**config.mk**
```make
export PLATFORM = sky130hd
export DESIGN_NAME = ebw_ctrl
export DESIGN_NICKNAME = d
export VERILOG_FILES = /design/src/ebw_pkg.sv /design/src/ebw_ctrl.sv /design/src/ebw_sync.sv
export SDC_FILE = /design/constraint.sdc
export NUM_CORES = 1
export LEC_CHECK = 0
export ABC_CLOCK_PERIOD_IN_PS = 1900
export BUFFER_PORTS_ARGS = -buffer_cell sky130_fd_sc_hd__clkbuf_2
export CORE_MARGIN = 3
export CORE_UTILIZATION = 49
export CTS_CLUSTER_DIAMETER = 30
export CTS_CLUSTER_SIZE = 28
export DETAILED_ROUTE_END_ITERATION = 6
export GPL_TIMING_DRIVEN = 0
export PLACE_DENSITY_LB_ADDON = 0.12
export SYNTH_ARGS = -nofsm -noshare
export SYNTH_HDL_FRONTEND = slang
export SYNTH_HIERARCHICAL = 1
export SYNTH_SLANG_ARGS = --single-unit
```
**constraint.sdc**
```tcl
create_clock -name clk -period 1.9 [get_ports clk]
set_clock_uncertainty 0.2 [all_clocks]
set_input_delay 0.19 -clock clk [delete_from_list [all_inputs] [get_ports clk]]
set_output_delay 0.19 -clock clk [all_outputs]
set_load 0.05 [all_outputs]
```
**src/ebw_pkg.sv**
```systemverilog
// Package: constants and types for the external bus write strobe and wait unit
package ebw_pkg;
  // Wait-state limit field width and reset value
  localparam int unsigned WAIT_W          = 4;
  localparam logic [3:0]  WAIT_LIMIT_RST  = 4'h0;
  // Cycle length without wait states (data phase clocks)
  localparam logic [3:0]  NOMINAL_CYCLES  = 4'h1;
  // Byte selects of an access
  localparam logic [1:0]  BYTE_LOW        = 2'h1;
  localparam logic [1:0]  BYTE_HIGH       = 2'h2;
  localparam logic [1:0]  BYTE_WORD       = 2'h3;
  // Controller states
  typedef enum logic [2:0] {
    EBW_IDLE  = 3'b001,
    EBW_DATA  = 3'b010,
    EBW_WAIT  = 3'b100
  } ebw_state_t;
endpackage

```
**src/ebw_ctrl.sv**
```systemverilog
// External bus controller: read/write strobes and ready-driven wait states
`timescale 1ns/100ps
`default_nettype none
module ebw_ctrl #(
  parameter int unsigned WAIT_W = ebw_pkg::WAIT_W
) (
  // Clock and reset
  input  wire logic              clk,
  input  wire logic              rst,
  // Access request from memory controller
  input  wire logic              req,
  input  wire logic              req_external,
  input  wire logic              req_write,
  input  wire logic [1:0]        req_bytes,
  output logic                   done,
  // Configuration
  input  wire logic              bus16,
  input  wire logic [WAIT_W-1:0] wait_limit,
  input  wire logic              sel_split_low,
  input  wire logic              sel_split_high,
  // External bus pins
  input  wire logic              ready_pin,
  output logic                   read_n,
  output logic                   write_n,
  output logic                   write_low_byte_n,
  output logic                   write_high_byte_n,
  output logic                   pin_low_strobe_n,
  output logic                   pin_high_strobe_n,
  output logic                   byte_high_enable_n,
  output logic                   busy
);
  import ebw_pkg::*;

  // ----------------------------------------------------------------
  // Ready synchronisation
  // ----------------------------------------------------------------
  logic ready;
  ebw_sync u_ready_sync (
    .clk   (clk),
    .rst   (rst),
    .pin   (ready_pin),
    .level (ready)
  );

  // ----------------------------------------------------------------
  // Cycle sequencing
  // ----------------------------------------------------------------
  ebw_state_t        state;
  logic [WAIT_W-1:0] wait_cnt;
  logic              cur_write;
  logic [1:0]        cur_bytes;
  logic              end_cycle;

  // Wait ends on ready or on limit, whichever first
  assign end_cycle = ready || (wait_cnt >= wait_limit);

  // State register; internal accesses finish at once, ready unseen
  always_ff @(posedge clk) begin
    if (rst) begin
      state <= EBW_IDLE;
    end else begin
      unique case (state)
        EBW_IDLE: begin
          if (req && req_external) begin
            state <= EBW_DATA;
          end
        end
        EBW_DATA: begin
          if (end_cycle) begin
            state <= EBW_IDLE;
          end else begin
            state <= EBW_WAIT;
          end
        end
        EBW_WAIT: begin
          if (end_cycle) begin
            state <= EBW_IDLE;
          end
        end
      endcase
    end
  end

  // Wait counter, restarted for each external cycle; cleared as a cycle ends
  // so that no stale count is left standing while idle
  always_ff @(posedge clk) begin
    if (rst) begin
      wait_cnt <= '0;
    end else if (state == EBW_IDLE || end_cycle) begin
      wait_cnt <= '0;
    end else if (!end_cycle) begin
      wait_cnt <= wait_cnt + 1'b1;
    end
  end

  // Latch access attributes at the start of an external cycle
  always_ff @(posedge clk) begin
    if (rst) begin
      cur_write <= 1'b0;
      cur_bytes <= BYTE_WORD;
    end else if (state == EBW_IDLE && req && req_external) begin
      cur_write <= req_write;
      cur_bytes <= req_bytes;
    end
  end

  // Completion pulse; internal accesses never wait on ready
  always_ff @(posedge clk) begin
    if (rst) begin
      done <= 1'b0;
    end else begin
      done <= (state == EBW_IDLE && req && !req_external)
           || (state != EBW_IDLE && end_cycle);
    end
  end

  // ----------------------------------------------------------------
  // Strobes
  // ----------------------------------------------------------------
  logic next_active;
  logic next_write;
  logic next_read;
  logic next_wl;
  logic next_wh;
  logic next_bhe;
  logic [1:0] next_bytes;

  // Strobes held for the whole cycle, released as it ends
  always_comb begin
    next_active = 1'b0;
    next_bytes  = cur_bytes;
    if (state == EBW_IDLE) begin
      next_active = req && req_external;
      next_bytes  = req_bytes;
    end else begin
      next_active = !end_cycle;
    end
    next_write = next_active && ((state == EBW_IDLE) ? req_write : cur_write);
    next_read  = next_active && !((state == EBW_IDLE) ? req_write : cur_write);
    next_wl    = next_write && (!bus16 || next_bytes[0]);
    next_wh    = next_write && (!bus16 || next_bytes[1]);
    next_bhe   = next_active && bus16 && next_bytes[1];
  end

  // Registered active-low pins; write strobes only on external writes
  always_ff @(posedge clk) begin
    if (rst) begin
      read_n             <= 1'b1;
      write_n            <= 1'b1;
      write_low_byte_n   <= 1'b1;
      write_high_byte_n  <= 1'b1;
      byte_high_enable_n <= 1'b1;
      pin_low_strobe_n   <= 1'b1;
      pin_high_strobe_n  <= 1'b1;
      busy               <= 1'b0;
    end else begin
      read_n             <= !next_read;
      write_n            <= !next_write;
      write_low_byte_n   <= !next_wl;
      write_high_byte_n  <= !next_wh;
      byte_high_enable_n <= !next_bhe;
      pin_low_strobe_n   <= sel_split_low  ? !next_wl : !next_write;
      pin_high_strobe_n  <= sel_split_high ? !next_wh : !next_bhe;
      busy               <= next_active;
    end
  end

  // ----------------------------------------------------------------
  // Checks
  // ----------------------------------------------------------------
  write_ext_a: assert property (@(posedge clk) disable iff (rst)
    !write_n |-> ($past(cur_write) || $past(req_write)) && busy)
    else $error("write strobe outside external write");

  read_ext_a: assert property (@(posedge clk) disable iff (rst)
    !read_n |-> write_n && busy)
    else $error("read strobe overlaps write or idle");

  internal_done_a: assert property (@(posedge clk) disable iff (rst)
    (state == EBW_IDLE && req && !req_external) |=> done && busy == 1'b0)
    else $error("internal access not done at once");

  ready_nowait_a: assert property (@(posedge clk) disable iff (rst)
    (state == EBW_DATA && ready) |=> state == EBW_IDLE)
    else $error("wait inserted with ready high");

  wait_limit_a: assert property (@(posedge clk) disable iff (rst)
    (state != EBW_IDLE) |-> wait_cnt <= wait_limit)
    else $error("wait count beyond limit");

  wait_hold_a: assert property (@(posedge clk) disable iff (rst)
    (state != EBW_IDLE && !ready && wait_cnt < wait_limit) |=> state == EBW_WAIT)
    else $error("wait ended with ready low");

  low8_a: assert property (@(posedge clk) disable iff (rst)
    (!bus16 && !$past(bus16)) |-> (write_low_byte_n == write_n))
    else $error("8-bit low strobe mismatch");

  high8_a: assert property (@(posedge clk) disable iff (rst)
    (!bus16 && !$past(bus16)) |-> (write_high_byte_n == write_n))
    else $error("8-bit high strobe mismatch");

  word16_a: assert property (@(posedge clk) disable iff (rst)
    (!write_n && $past(bus16) && $past(next_bytes) == BYTE_WORD) |->
      !write_low_byte_n && !write_high_byte_n)
    else $error("word write misses a byte strobe");

  count_restart_a: assert property (@(posedge clk) disable iff (rst)
    (state == EBW_IDLE) |-> wait_cnt == '0 && write_n && read_n)
    else $error("counter or strobe not cleared between cycles");
endmodule
`default_nettype wire

```
**src/ebw_sync.sv**
```systemverilog
// Two flip-flop synchroniser for a pin input
`timescale 1ns/100ps
`default_nettype none
module ebw_sync (
  // Clock and reset
  input  wire logic clk,
  input  wire logic rst,
  // Pin and synchronised level
  input  wire logic pin,
  output logic      level
);
  logic stage1;

  // First stage feeds only the second
  always_ff @(posedge clk) begin
    if (rst) begin
      stage1 <= 1'b1;
      level  <= 1'b1;
    end else begin
      stage1 <= pin;
      level  <= stage1;
    end
  end
endmodule
`default_nettype wire

```
==> run_results.csv <==
group,metric,value,unit
routing,drt_first_pass_iters,2,
synth,avgSynthCellArea,10.1,sq um
floorplan,core-area,1590,sq um
synth,synth_top_area_share,47.5,%
synth,synth_area_leaders,"dfxtp_1, ha_1, mux2i_1, nand2_1, inv_1",
timing,slew_headroom,68.2,%
synth,ys_types,28,
cts,cts_num_sinks,21,
routing,drt-initial-drc-count,11,
floorplan,die_width,48.5,um
synth,synth_edf_count,0,
floorplan,start_util,55.5,%
grt,grt_max_degree,13,
timing,drv_slew,0,
cts,clockBufferDepth,2,
synth,synth_top_cell_by_area,"dfxtp_1",
timing,fin_crit_sh,94.0,%
cts,cts_root_buf,"clkbuf_4",
place,numPlacedInstances,135,
layout,diodes,0,
outcome,status,"completed",
synth,synthCells,88,
place,port-buffer-count,23,
floorplan,die_h,48.5,um
cts,cts_setup_buffers,0,
synth,synth_seq_area_share,47.5,%
timing,final_hold_viol_count,0,
power_and_ir_drop,irDropWorstVdd,0.000690,V
grt,grt_pass1_wl,3.06,mm
routing,antenna_left,0,
cts,worstSkewPairLatency,0.31,ns
grt,antenna_found_initial,0,
timing,fmax,560,MHz
timing,fin_crit,1.79,ns
setup_path,slowest_stage,"dfxtp_2",
power_and_ir_drop,total_power,865,uW
floorplan,boundaryPins,24,
cts,tritoncts,"built",
cts,path_clk_slew,0.11,ns
floorplan,dieArea,2350,sq um
synth,ys_warn_count,6,
place,dp_worst_setup_slack,-0.120,ns
setup_path,crit_buf_inv,1,
power_and_ir_drop,p_per_area,733,nW/um^2
setup_path,slowest_delay,0.37,ns
place,dp_hpwl,1.23,mm
routing,dr_total_vias,716,
setup_path,end_kind,"flop",
timing,worstMarginPinSlew,0.477,ns
timing,finalSetupViolCount,0,
setup_path,cp_max_fo,6,
synth,synth_top_flop_cell,"dfxtp_1",
routing,routed_via_density,4.81,
setup_path,critPathTopFamily,"compound AO/OA/AOI/OAI gates",
setup_path,worstPathCellList,"inv_1, ha_1, nor3b_2, o21ai_4, o32ai_2, nand2_1",
layout,layout-drive-gt1-share,28.8,%
job,drv_cap,0,
grt,grt.total_usage,16.6,%
setup_path,crit_arrival,1.79,ns
layout,instances_no_fill,149,
synth,async_flop_share,0,%
grt,grt_pass1_vias,769,
min_path,holdCritPathClass,"in2reg",
grt,grt_overflow,0,
cts,numCtsBuffers,3,
layout,syn_to_final_growth,33.4,%
setup_path,start_kind,"flop",
routing,routed_wirelength,1.65,mm
setup_path,worstPathRequired,1.90,ns
synth,yosysMostFrequentCell,"dfxtp_1",
synth,synthesis.nets,108,
synth,synth_common_cells,"dfxtp_1, nand2_1, inv_1",
routing,drc,0,
routing,route.detailed.wl_per_inst,11.0,um
timing,setup_ws,0.114,ns
timing,rsz0062_at_grt,"no",
setup_path,crit_type,"reg2reg",
layout,nNetsFinal,146,
floorplan,fp-row-count,14,
synth,syn_area,885,sq um
cts,cts_max_level,1,
power_and_ir_drop,power_leakage,0.504,nW
place,gp_congestion,0.772,
synth,ys_ff_latch,21,
## through the flow
stage / util, % / instance area [sq um] / hold slack, ns / setup TNS, ns
floorplan: - / 885 / 0.0764 / 0
global placement: 64.6 / 1030 / 0.166 / -0.186
detailed placement: 64.6 / 1030 / 0.175 / -0.660
CTS: 73.2 / 1170 / 0.0205 / 0
global route: 74.0 / 1180 / 0.0445 / 0
finish: 74.0 / 1180 / 0.0251 / 0
## sequential cells by signal, indices dropped and copies added (netlist names)
name / count
wait_cnt: 4
state: 3
cur_bytes: 2
busy: 1
byte_high_enable_n: 1
cur_write: 1
done: 1
pin_high_strobe_n: 1
pin_low_strobe_n: 1
read_n: 1
u_ready_sync/level: 1
u_ready_sync/stage1: 1
write_high_byte_n: 1
write_low_byte_n: 1
write_n: 1
## cells by family (layout without fill, tap and decap cells)
family | Yosys count | after routing | share of synthesized area, %
AOI/OAI and AO/OA | 11 | 11 | 10.5
muxes | 5 | 5 | 5.66
DFF | 21 | 21 | 47.5
buffers and inverters | 8 | 45 | 3.39
adders and majority gates | 5 | 5 | 7.07
and+or+nand+nor | 35 | 35 | 22.9
xor gates and xnor gates | 3 | 3 | 2.97
## final timing paths
check	cells after the start	from	slack, ns	to
setup / recovery	6	wait_cnt[0]$_SDFFE_PP0N_	0.11	pin_low_strobe_n$_SDFF_PP1_
hold / removal	3	req_external	0.03	done$_SDFF_PP0_
setup reg to reg	6	wait_cnt[0]$_SDFFE_PP0N_	0.11	pin_low_strobe_n$_SDFF_PP1_
hold reg to reg	1	u_ready_sync/stage1$_SDFF_PP1_	0.22	u_ready_sync/level$_SDFF_PP1_
## what timing repair did
| item | in CTS | in global routing |
|---|---|---|
| pin swaps | 1 | 1 |
| setup endpoints to repair | 9 | 5 |
| gates resized for setup | 2 | 3 |
| hold endpoints to repair | 12 | 0 |
| hold buffers | 10 | 0 |
## power breakdown
group	internal (mW)	switching, mW	total (mW)	leakage [nW]
combinational	0.0758	0.0982	0.174	0.314
sequential	0.461	0.0132	0.474	0.172
clock	0.0788	0.138	0.217	0.0177
total	0.615	0.249	0.865	0.504
## layer usage
metal | wire length [um] | vias to the layer above | global-route usage (%)
li1 | - | 380 | -
met1 | 692 | 319 | 16.2
met2 | 846 | 12 | 31.7
met3 | 61 | 5 | 3.68
met4 | 44 | 0 | 9.95
met5 | 0 | - | 0
## worst register-to-register path, stage by stage, from the launching register on
cell     delay, ns
dfxtp_2       0.37
inv_1         0.04
ha_1          0.28
nor3b_2       0.25
o21ai_4       0.14
o32ai_2       0.31
nand2_1       0.09
## placed cells by master, fill, tap and decap left out, drive strengths merged, types with 4 or more instances in the layout
cell	instances
or2	4
clkbuf	27
inv	7
ha	5
nor2	5
dlygate4sd3	10
mux2i	5
nand2	12
dfxtp	21
## final cells by class
type | count | area, sq um
plain buffers | 1 | 3.75
multi-input cells | 59 | 455
well taps | 24 | 30.0
inverters | 7 | 26.3
repair buffers | 33 | 215
clock buffers | 3 | 22.5
clock inverters | 1 | 5.00
flip-flops and latches | 21 | 422
fillers | 136 | 414
Power figures use the tool's default switching activity.
